### config.mk
export PLATFORM = sky130hd
export DESIGN_NAME = tap_front
export DESIGN_NICKNAME = d
export VERILOG_FILES = /design/src/tap_front_pkg.sv /design/src/tap_pins_if.sv /design/src/tap_core.sv /design/src/tap_front.sv
export VERILOG_INCLUDE_DIRS = /design/src
export SDC_FILE = /design/constraint.sdc
export NUM_CORES = 1
export LEC_CHECK = 0
export BUFFER_PORTS_ARGS = -buffer_cell sky130_fd_sc_hd__buf_2
export CAP_MARGIN = 20
export CORE_ASPECT_RATIO = 1.1
export CORE_MARGIN = 5
export CORE_UTILIZATION = 46
export CTS_BUF_LIST = sky130_fd_sc_hd__clkbuf_8
export DETAILED_ROUTE_END_ITERATION = 10
export GPL_ROUTABILITY_DRIVEN = 0
export GPL_TIMING_DRIVEN = 0
export PLACE_DENSITY = 0.76
export SKIP_CTS_REPAIR_TIMING = 1
export SLEW_MARGIN = 20
export SYNTH_ARGS = -nofsm -noshare
export SYNTH_HDL_FRONTEND = slang
export SYNTH_SLANG_ARGS = --single-unit
export TNS_END_PERCENT = 5
### constraint.sdc
create_clock -name clk -period 4.5 [get_ports clk]
set_clock_uncertainty 0.15 [all_clocks]
set_input_delay 0.675 -clock clk [delete_from_list [all_inputs] [get_ports clk]]
set_output_delay 0.675 -clock clk [all_outputs]
set_load 0.02 [all_outputs]
### src/tap_front_map.svh
`ifndef TAP_FRONT_MAP_SVH
`define TAP_FRONT_MAP_SVH
`define ROUTE_BSCAN   1'b0
`define ROUTE_EMU     1'b1
`define ROUTE_RESET   1'b0
`define IR_WIDTH      4
`define DR_WIDTH      8
`define IR_RESET      4'h1
`define IR_CAPTURE    4'h1
`define SYNC_STAGES   2
`endif

### src/tap_front_pkg.sv
package tap_front_pkg;
  typedef enum logic [15:0] {
    TEST_LOGIC_RESET = 16'h0001,
    RUN_TEST_IDLE    = 16'h0002,
    SELECT_DR        = 16'h0004,
    CAPTURE_DR       = 16'h0008,
    SHIFT_DR         = 16'h0010,
    EXIT1_DR         = 16'h0020,
    PAUSE_DR         = 16'h0040,
    EXIT2_DR         = 16'h0080,
    UPDATE_DR        = 16'h0100,
    SELECT_IR        = 16'h0200,
    CAPTURE_IR       = 16'h0400,
    SHIFT_IR         = 16'h0800,
    EXIT1_IR         = 16'h1000,
    PAUSE_IR         = 16'h2000,
    EXIT2_IR         = 16'h4000,
    UPDATE_IR        = 16'h8000
  } tap_state_t;
endpackage

### src/tap_pins_if.sv
interface tap_pins_if;
  logic tck_rise;
  logic tck_fall;
  logic tms;
  logic tdi;
  logic tdo;
  logic tdo_en;
  modport ctrl (output tck_rise, output tck_fall, output tms, output tdi, input tdo, input tdo_en);
  modport tap  (input tck_rise, input tck_fall, input tms, input tdi, output tdo, output tdo_en);
endinterface
### src/tap_core.sv
`include "tap_front_map.svh"
module tap_core
  import tap_front_pkg::*;
#(
  parameter int IR_W = `IR_WIDTH,
  parameter int DR_W = `DR_WIDTH
) (
  input  wire logic clk,
  input  wire logic rst,
  input  wire logic ce,
  input  wire logic active,
  tap_pins_if.tap   pins,
  output logic [IR_W-1:0] ir_value
);
  typedef struct packed {
    tap_state_t      st;
    logic [IR_W-1:0] ir_sh;
    logic [IR_W-1:0] ir;
    logic [DR_W-1:0] dr;
    logic            shifting;
    logic            tdo;
    logic            tdo_en;
  } core_t;
  core_t q, d;

  function automatic tap_state_t next_st(tap_state_t s, logic m);
    case (s)
      TEST_LOGIC_RESET: next_st = m ? TEST_LOGIC_RESET : RUN_TEST_IDLE;
      RUN_TEST_IDLE:    next_st = m ? SELECT_DR : RUN_TEST_IDLE;
      SELECT_DR:        next_st = m ? SELECT_IR : CAPTURE_DR;
      CAPTURE_DR:       next_st = m ? EXIT1_DR : SHIFT_DR;
      SHIFT_DR:         next_st = m ? EXIT1_DR : SHIFT_DR;
      EXIT1_DR:         next_st = m ? UPDATE_DR : PAUSE_DR;
      PAUSE_DR:         next_st = m ? EXIT2_DR : PAUSE_DR;
      EXIT2_DR:         next_st = m ? UPDATE_DR : SHIFT_DR;
      UPDATE_DR:        next_st = m ? SELECT_DR : RUN_TEST_IDLE;
      SELECT_IR:        next_st = m ? TEST_LOGIC_RESET : CAPTURE_IR;
      CAPTURE_IR:       next_st = m ? EXIT1_IR : SHIFT_IR;
      SHIFT_IR:         next_st = m ? EXIT1_IR : SHIFT_IR;
      EXIT1_IR:         next_st = m ? UPDATE_IR : PAUSE_IR;
      PAUSE_IR:         next_st = m ? EXIT2_IR : PAUSE_IR;
      EXIT2_IR:         next_st = m ? UPDATE_IR : SHIFT_IR;
      UPDATE_IR:        next_st = m ? SELECT_DR : RUN_TEST_IDLE;
      default:          next_st = TEST_LOGIC_RESET;
    endcase
  endfunction

  always_comb begin
    d = q;
    if (!active) begin
      // test reset low: the tap is held reset and the output floats
      d.st       = TEST_LOGIC_RESET;
      d.ir       = IR_W'(`IR_RESET);
      d.shifting = 1'b0;
      d.tdo_en   = 1'b0;
    end else begin
      if (pins.tck_rise) begin
        d.st = next_st(q.st, pins.tms);
        case (q.st)
          CAPTURE_IR: d.ir_sh = IR_W'(`IR_CAPTURE);
          SHIFT_IR:   d.ir_sh = {pins.tdi, q.ir_sh[IR_W-1:1]};
          UPDATE_IR:  d.ir = q.ir_sh;
          CAPTURE_DR: d.dr = q.dr;
          SHIFT_DR:   d.dr = {pins.tdi, q.dr[DR_W-1:1]};
          TEST_LOGIC_RESET: d.ir = IR_W'(`IR_RESET);
          default: ;
        endcase
        d.shifting = (d.st == SHIFT_IR) || (d.st == SHIFT_DR);
      end
      if (pins.tck_fall) begin
        // output moves only here, half a test clock after the shift edge
        d.tdo    = (q.st == SHIFT_IR) ? q.ir_sh[0] : q.dr[0];
        d.tdo_en = q.shifting;
      end
    end
  end

  always_ff @(posedge clk) begin
    if (rst) begin
      q <= '{st: TEST_LOGIC_RESET, ir_sh: '0, ir: IR_W'(`IR_RESET), dr: '0, shifting: 1'b0, tdo: 1'b0,
             tdo_en: 1'b0};
    end else if (ce) begin
      q <= d;
    end
  end

  assign pins.tdo    = q.tdo;
  assign pins.tdo_en = q.tdo_en;
  assign ir_value    = q.ir;
endmodule

### src/tap_front.sv
`include "tap_front_map.svh"
// Contract
// - tms and tdi are taken into the selected tap on every rising test clock edge while test reset is high.
// - the serial test output changes only on falling test clock edges.
// - test reset high gives the scan and test system control.
// - test reset low: normal operation, test clock, tms and tdi ignored.
// - rising test reset latches emulator pin zero: 0 boundary scan, 1 emulation.
// - after test reset rises, emulator pin zero is an emulator interrupt line.
// - emulator pin one is a two-way emulator interrupt line set by emulation logic.
// - the serial test output floats except while a scan shift runs.
module tap_front
  import tap_front_pkg::*;
#(
  parameter int IR_W = `IR_WIDTH,
  parameter int DR_W = `DR_WIDTH
) (
  input  wire logic clk,
  input  wire logic rst,
  input  wire logic ce,
  input  wire logic tck,
  input  wire logic tms,
  input  wire logic tdi,
  input  wire logic trst,
  output logic      tdo_o,
  output logic      tdo_oe,
  input  wire logic emulator_pin_zero_i,
  output logic      emulator_pin_zero_o,
  output logic      emulator_pin_zero_oe,
  input  wire logic emulator_pin_one_i,
  output logic      emulator_pin_one_o,
  output logic      emulator_pin_one_oe,
  input  wire logic emu_irq0_out,
  input  wire logic emu_irq0_dir,
  input  wire logic emu_irq1_out,
  input  wire logic emu_irq1_dir,
  output logic      emu_irq0_in,
  output logic      emu_irq1_in,
  output logic      test_mode,
  output logic      route_emu,
  output logic      bscan_tdo_en,
  output logic      emu_tdo_en,
  output logic [IR_W-1:0] bscan_ir,
  output logic [IR_W-1:0] emu_ir
);
  typedef struct packed {
    logic [5:0] s1;
    logic [5:0] s2;
    logic       tck_prev;
    logic       trst_prev;
    logic       route;
  } front_t;
  front_t q, d;

  localparam int TCK = 0, TMS = 1, TDI = 2, TRST = 3, E0 = 4, E1 = 5;

  logic tck_s, trst_s, e0_s;
  logic rise, fall;
  logic b_act, e_act;

  // every pin input passes two flops before use
  assign tck_s  = q.s2[TCK];
  assign trst_s = q.s2[TRST];
  assign e0_s   = q.s2[E0];
  assign rise   = tck_s & ~q.tck_prev;
  assign fall   = ~tck_s & q.tck_prev;

  always_comb begin
    d           = q;
    d.s1        = {emulator_pin_one_i, emulator_pin_zero_i, trst, tdi, tms, tck};
    d.s2        = q.s1;
    d.tck_prev  = tck_s;
    d.trst_prev = trst_s;
    // strap caught on the synchronised rising test reset only
    if (trst_s && !q.trst_prev) begin
      d.route = e0_s;
    end
    // otherwise held
  end

  always_ff @(posedge clk) begin
    if (rst) begin
      q <= '{s1: '0, s2: '0, tck_prev: 1'b0, trst_prev: 1'b0, route: `ROUTE_RESET};
    end else if (ce) begin
      q <= d;
    end
  end

  // only the selected tap sees the test pins; the other stays reset
  assign test_mode = trst_s;
  assign b_act     = trst_s && (q.route == `ROUTE_BSCAN);
  assign e_act     = trst_s && (q.route == `ROUTE_EMU);
  assign route_emu = q.route;

  tap_pins_if bpins ();
  tap_pins_if epins ();
  assign bpins.tck_rise = rise & b_act;
  assign bpins.tck_fall = fall & b_act;
  assign bpins.tms      = q.s2[TMS];
  assign bpins.tdi      = q.s2[TDI];
  assign epins.tck_rise = rise & e_act;
  assign epins.tck_fall = fall & e_act;
  assign epins.tms      = q.s2[TMS];
  assign epins.tdi      = q.s2[TDI];

  tap_core #(.IR_W(IR_W), .DR_W(DR_W)) u_bscan (
    .clk      (clk),
    .rst      (rst),
    .ce       (ce),
    .active   (b_act),
    .pins     (bpins.tap),
    .ir_value (bscan_ir)
  );

  tap_core #(.IR_W(IR_W), .DR_W(DR_W)) u_emu (
    .clk      (clk),
    .rst      (rst),
    .ce       (ce),
    .active   (e_act),
    .pins     (epins.tap),
    .ir_value (emu_ir)
  );

  assign bscan_tdo_en = bpins.tdo_en;
  assign emu_tdo_en   = epins.tdo_en;
  assign tdo_o        = q.route ? epins.tdo : bpins.tdo;
  assign tdo_oe       = q.route ? epins.tdo_en : bpins.tdo_en;

  // pin zero becomes an interrupt line only while test reset is high
  assign emulator_pin_zero_o  = emu_irq0_out;
  assign emulator_pin_zero_oe = trst_s & emu_irq0_dir;
  assign emu_irq0_in          = trst_s & e0_s;
  assign emulator_pin_one_o   = emu_irq1_out;
  assign emulator_pin_one_oe  = emu_irq1_dir;
  assign emu_irq1_in          = q.s2[E1];
endmodule

Word level (Yosys, flattened, before mapping)
Cells that the tools add are included.

Register bits: 85. Input port bits: 13. Output and inout bits: 20. Logic and storage cells: 139.

Eq/ne operators: 42. Muxes and demuxes: 40. Bitwise logic cells: 11. Reductions and logical operators: 27.

Operators by type and width (count): 16-bit one-hot mux with 12 select lines (2); 16-bit two-way mux (8); 33-bit two-way mux (2); 16-bit by 12-bit == test with 1-bit output, second input constant (4); 16-bit by 5-bit == test with 1-bit output, second input constant (4); 16-bit by 1-bit == test with 1-bit output, second input constant (2); 16-bit by 10-bit == test with 1-bit output, second input constant (2); 16-bit by 11-bit == test with 1-bit output, second input constant (2); 16-bit by 13-bit == test with 1-bit output, second input constant (2); 16-bit by 14-bit == test with 1-bit output, second input constant (2); 16-bit by 15-bit == test with 1-bit output, second input constant (2); 16-bit == test, second input constant (2); 16-bit by 2-bit == test with 1-bit output, second input constant (2); 16-bit by 3-bit == test with 1-bit output, second input constant (2); 16-bit by 4-bit == test with 1-bit output, second input constant (2); 16-bit by 6-bit == test with 1-bit output, second input constant (2); 16-bit by 7-bit == test with 1-bit output, second input constant (2); 16-bit by 8-bit == test with 1-bit output, second input constant (2); 16-bit by 9-bit == test with 1-bit output, second input constant (2); 4-bit one-hot mux with 2 select lines (4); 8-bit two-way mux (3); 9-bit two-way mux (2); 4-bit AND reduction (4); 15-bit two-way mux (1); other kinds (20) (58).

Depth between registers and ports, before layout
Word-level depth: 9. Depth in mapped cells: 7. Depth with buffers taken out: 6.

Hierarchy
A second synthesis with hierarchy kept.

Cells, all modules: 505. Area, all modules: 4435.5 sq um.

By module, submodules not included: tap_core (times used 2, cells an instance 219, area an instance 1886.8 sq um, seq. area each 700.7 sq um); tap_front (times used 1, cells an instance 67, area an instance 661.9 sq um, seq. area each 300.3 sq um).

Worst setup path after synthesis
No wires, ideal clock.

Path kind: reg-to-reg. From: register u_bscan.q[31] (netlist bit). To: register u_bscan.q[19] (netlist bit). Library setup time: 0.141 ns. Data arrival time: 2.068 ns. Required time: 4.209 ns. Setup slack: 2.142 ns. Cell stages (with the launch flop): 8. Path buffers: 1. Clock period less this slack: 2.358 ns. Path through: dfxtp_1 > buf_2 > or4_4 > or3_1 > or4b_1 > nand4_1 > nor4_1 > a2bb2oi_1.

Word-level cells in the longest chain between the ends: 7. Elaborated cells on any way between the ends: 24. Classes of those cells: eq/ne (16); mux (5); reduce/logical (3).

RTL lines: start: declaration (RTL line tap_core.sv:24) `core_t q, d;`; start signal: assignment (RTL line tap_core.sv:80) `` q <= '{st: TEST_LOGIC_RESET, ir_sh: '0, ir: IR_W'(`IR_RESET), dr: '0, shifting: 1'b0, tdo: 1'b0, ``; 16-bit by 2-bit == test with 1-bit output (tied with other cells) (RTL line tap_core.sv:27) `case (s)`; 3-bit OR reduction (no source line) / 2-bit OR reduction (equally long branches); 16-bit one-hot mux with 12 select lines * (RTL line tap_core.sv:27); 16-bit two-way mux * (RTL line tap_core.sv:57) `if (pins.tck_rise) begin`; 16-bit two-way mux * (RTL line tap_core.sv:50) `if (!active) begin`; 33-bit two-way mux * (RTL line tap_core.sv:57); 16-bit two-way mux * (RTL line tap_core.sv:50).

Mark *: on every way between the ends. The rest lies on a longest branch, timed or not. The select of a mux whose other input is x is not followed. A chain may end at the register's enable or synchronous reset.

Final worst setup path
From: register u_bscan.q[19] (netlist bit). To: register u_bscan.q[15] (netlist bit).

Word-level cells in the longest chain between the ends: 3. Elaborated cells on any way between the ends: 5. Classes of those cells: eq/ne (2); mux (1); reduce/logical (2).

RTL lines: 16-bit by 11-bit == test with 1-bit output / 16-bit by 12-bit == test with 1-bit output (equally long branches) (RTL line tap_core.sv:59) `case (q.st)`; 2-bit nonzero test (no source line); 4-bit AND reduction (no source line).

Parallel ways exist; a longest one is shown, timed or not.

==> out/qor.csv <==
stage,metric,value,unit
drt,drt drc,0,
cells_and_area,Layout area overhead,12.2,%
placed_design,placed instance count,632,
logic_synthesis,area of the mapped netlist,4160,um^2
outcome,status,"complete, no violations",
cts,CTS tree,built,
placed_design,port buffer count,29,
power_and_ir_drop,net switching power,0.321,mW
cells_and_area,Diodes inserted,0,
hold_path,Min-Delay Path Class,reg -> reg,
setup_path,Crit-path slowest cell,nor4_1,
logic_synthesis,number of synthesized flops with an enable pin,0,
timing,Min Hold Slack,0.312,ns
drt,routed wire length,9960,um
setup_path,crit-path cells,clkbuf_1 > nor4_1 > nand4_1 > nor3_1 > nor2_1 > a311oi_1,
setup_path,Setup crit start kind,flop,
drt,Pre-Repair DR Iteration Count,8,
cells_and_area,most frequent cells in the layout,"dfxtp_1, nor2_1, nand2_1",
cts,Clock Sinks,85,
floorplan,Rows,36,
power_and_ir_drop,Logic pwr share,4.0,%
global_routing,GRT Residual Overflow,0,
cts,worst skew pair latency,0.36,ns
timing,Worst slew margin,42.8,%
drt,via count,3732,
timing,final hold vios,0,
cells_and_area,"Design Area, Final",4670,um^2
cells_and_area,non-filler instance count after layout,647,
cts,clock root buffer,clkbuf_8,
power_and_ir_drop,cell-internal power,1.10,mW
logic_synthesis,Gate Count Post-Synth,489,
floorplan,core area,8830,um^2
logic_synthesis,unique cell type count in the Yosys netlist,58,
cts,CTS max path bufs,2,
power_and_ir_drop,PwrDens,305,nW/um^2
logic_synthesis,Avg Synthesized Cell Area,8.51,um^2
cts,Num CTS Buffers,9,
setup_path,Worst setup EP type,flop,
placed_design,Place WS,1.72,ns
global_routing,met2 GRT Util,30.6,%
global_routing,Total GRT Usage,19.0,%
logic_synthesis,#FFs+latches synth,85,
cells_and_area,NumNets Final,542,
power_and_ir_drop,leak pwr,1.75,nW
setup_path,CP max stage delay,0.72,ns
cts,"Reg clk slew, reported paths",0.09,ns
timing,Slew Limit Fails,0,
logic_synthesis,ys flop type,dfxtp_1,
timing,worst-margin pin slew,0.850,ns
global_routing,met3 Usage GRT,3.74,%
global_routing,grt peak-use layer,met2,
cts,CTS H-Tree Depth,3,
drt,Routed wire per std cell,15.4,um
floorplan,Initial Utilization,47.1,%
setup_path,"Worst Path Class, Setup",reg -> reg,
timing,period utilisation layout,61.8,%
cells_and_area,share of layout cells above drive strength 1,13.3,%
timing,RSZ-0062 raised after global routing,no,
power_and_ir_drop,Net Sw Frac,22.6,%
floorplan,I/O Pins,33,
cells_and_area,Final Util,52.9,%
drt,vias per cell,5.77,
placed_design,DP HPWL,7200,um
logic_synthesis,async set-or-reset flop fraction in the synthesized netlist,0,%
cells_and_area,"most common cell after layout, fill and taps aside",dfxtp_1,
logic_synthesis,post-synth net total,502,
global_routing,GRT met1 Usage,23.9,%
power_and_ir_drop,Final Power,1.42,mW
floorplan,Die ar.,11000,um^2
job,maxcap violations,0,
drt,Antenna Nets Post-Route,0,
power_and_ir_drop,Seq pwr share,53.5,%
setup_path,CP Max Fanout,9,
power_and_ir_drop,clock share of power,42.5,%
placed_design,Placed Area,4450,um^2
logic_synthesis,Ys Warns,0,
setup_path,CP Data Arrival Time,2.89,ns
global_routing,first-pass GRT wire length,16800,um
timing,slack of the critical path,1.72,ns
logic_synthesis,sequential share of the synthesized area,40.9,%
setup_path,"Req. time, crit path",4.61,ns
global_routing,vias in the first global route,3627,
drt,Starting DRT DRC Count,399,
global_routing,initial antenna violation count,0,
power_and_ir_drop,Max VDD drop,0.000257,V
timing,Setup TNS,0,ns
floorplan,Die Y,110,um
timing,Final min period,2.78,ns
global_routing,largest net degree at the start of global routing,15,
floorplan,die width,101,um
timing,FMAX,360,MHz
timing,final setup fails,0,
worst max-delay path: cells and delay by family (launching register included):
kind                   cells  cell delay (ns)
flip-flops                 1             0.31
buffers and inverters      1             0.19
AND/OR/NAND/NOR            4             1.75
AO/OA/AOI/OAI              1             0.28
per-layer routing:
metal | part of all wire, % | up-vias
met5 | 0 | -
met4 | 3.3 | 0
met3 | 7.1 | 34
met2 | 45 | 155
met1 | 44 | 1719
li1 | - | 1824
kinds of logic after synthesis:
group           share of synthesized area [%]
xor+xnor                                 3.16
flops                                    40.9
buf+inv                                  5.35
simple gates                             29.4
compound gates                           12.9
mux                                      8.24
sequential cells by signal, indices dropped and copies added (netlist names):
name,cells
u_emu.ir_value,4
test_mode,1
u_bscan.pins.tdo_en,1
route_emu,1
u_emu.pins.tdo_en,1
u_bscan.pins.tdo,1
u_bscan.ir_value,4
bpins.tdi,1
e0_s,1
u_emu.pins.tdo,1
q,2
emu_irq1_in,1
u_bscan.q,29
u_emu.q,29
d,7
bpins.tms,1
cell type report:
cell class	instances	area [um^2]
buffer	42	208
clock inverter	5	83.8
timing repair buffer	29	145
inverter	4	15.0
sequential	85	1700
multi-input combinational	358	2230
fill	862	4160
tap	114	143
clock buffer	10	138
power groups by stage:
stage	Clock, mW	Sequential [mW]	Combinational (mW)
CTS	0.611	0.761	0.0567
global route	0.649	0.762	0.0622
global placement	0	0.778	0.0561
detailed placement	0	0.779	0.0566
floorplan	0	0.778	0.0363
finish	0.604	0.761	0.0569
path summary, 6_finish.rpt:
check | startpoint | endpoint | slack (ns) | cells past startpoint
max reg2reg | u_bscan.q[19] | u_bscan.q[15] | 1.72 | 6
min | u_bscan.ir_value[3] | u_bscan.ir_value[3] | 0.31 | 2
min reg2reg | u_bscan.ir_value[3] | u_bscan.ir_value[3] | 0.31 | 2
max | u_bscan.q[19] | u_bscan.q[15] | 1.72 | 6
Yosys cell counts (8+ instances only):
master	number	area, um^2
clkbuf_1	24	90.1
buf_4	11	82.6
or4_1	8	60.1
nand2_1	37	139
dfxtp_1	85	1700
a22oi_1	13	97.6
nor2_1	73	274
o21ai_0	11	55.1
nor3_1	16	80.1
nand4_1	8	50.1
xnor2_1	10	87.6
mux2i_1	32	320
or3_1	8	50.1
nor2b_1	10	62.6
a21oi_1	18	90.1
nand3_1	15	75.1
nor4_1	18	113
Note: power is estimated with default switching activity, not from simulation.
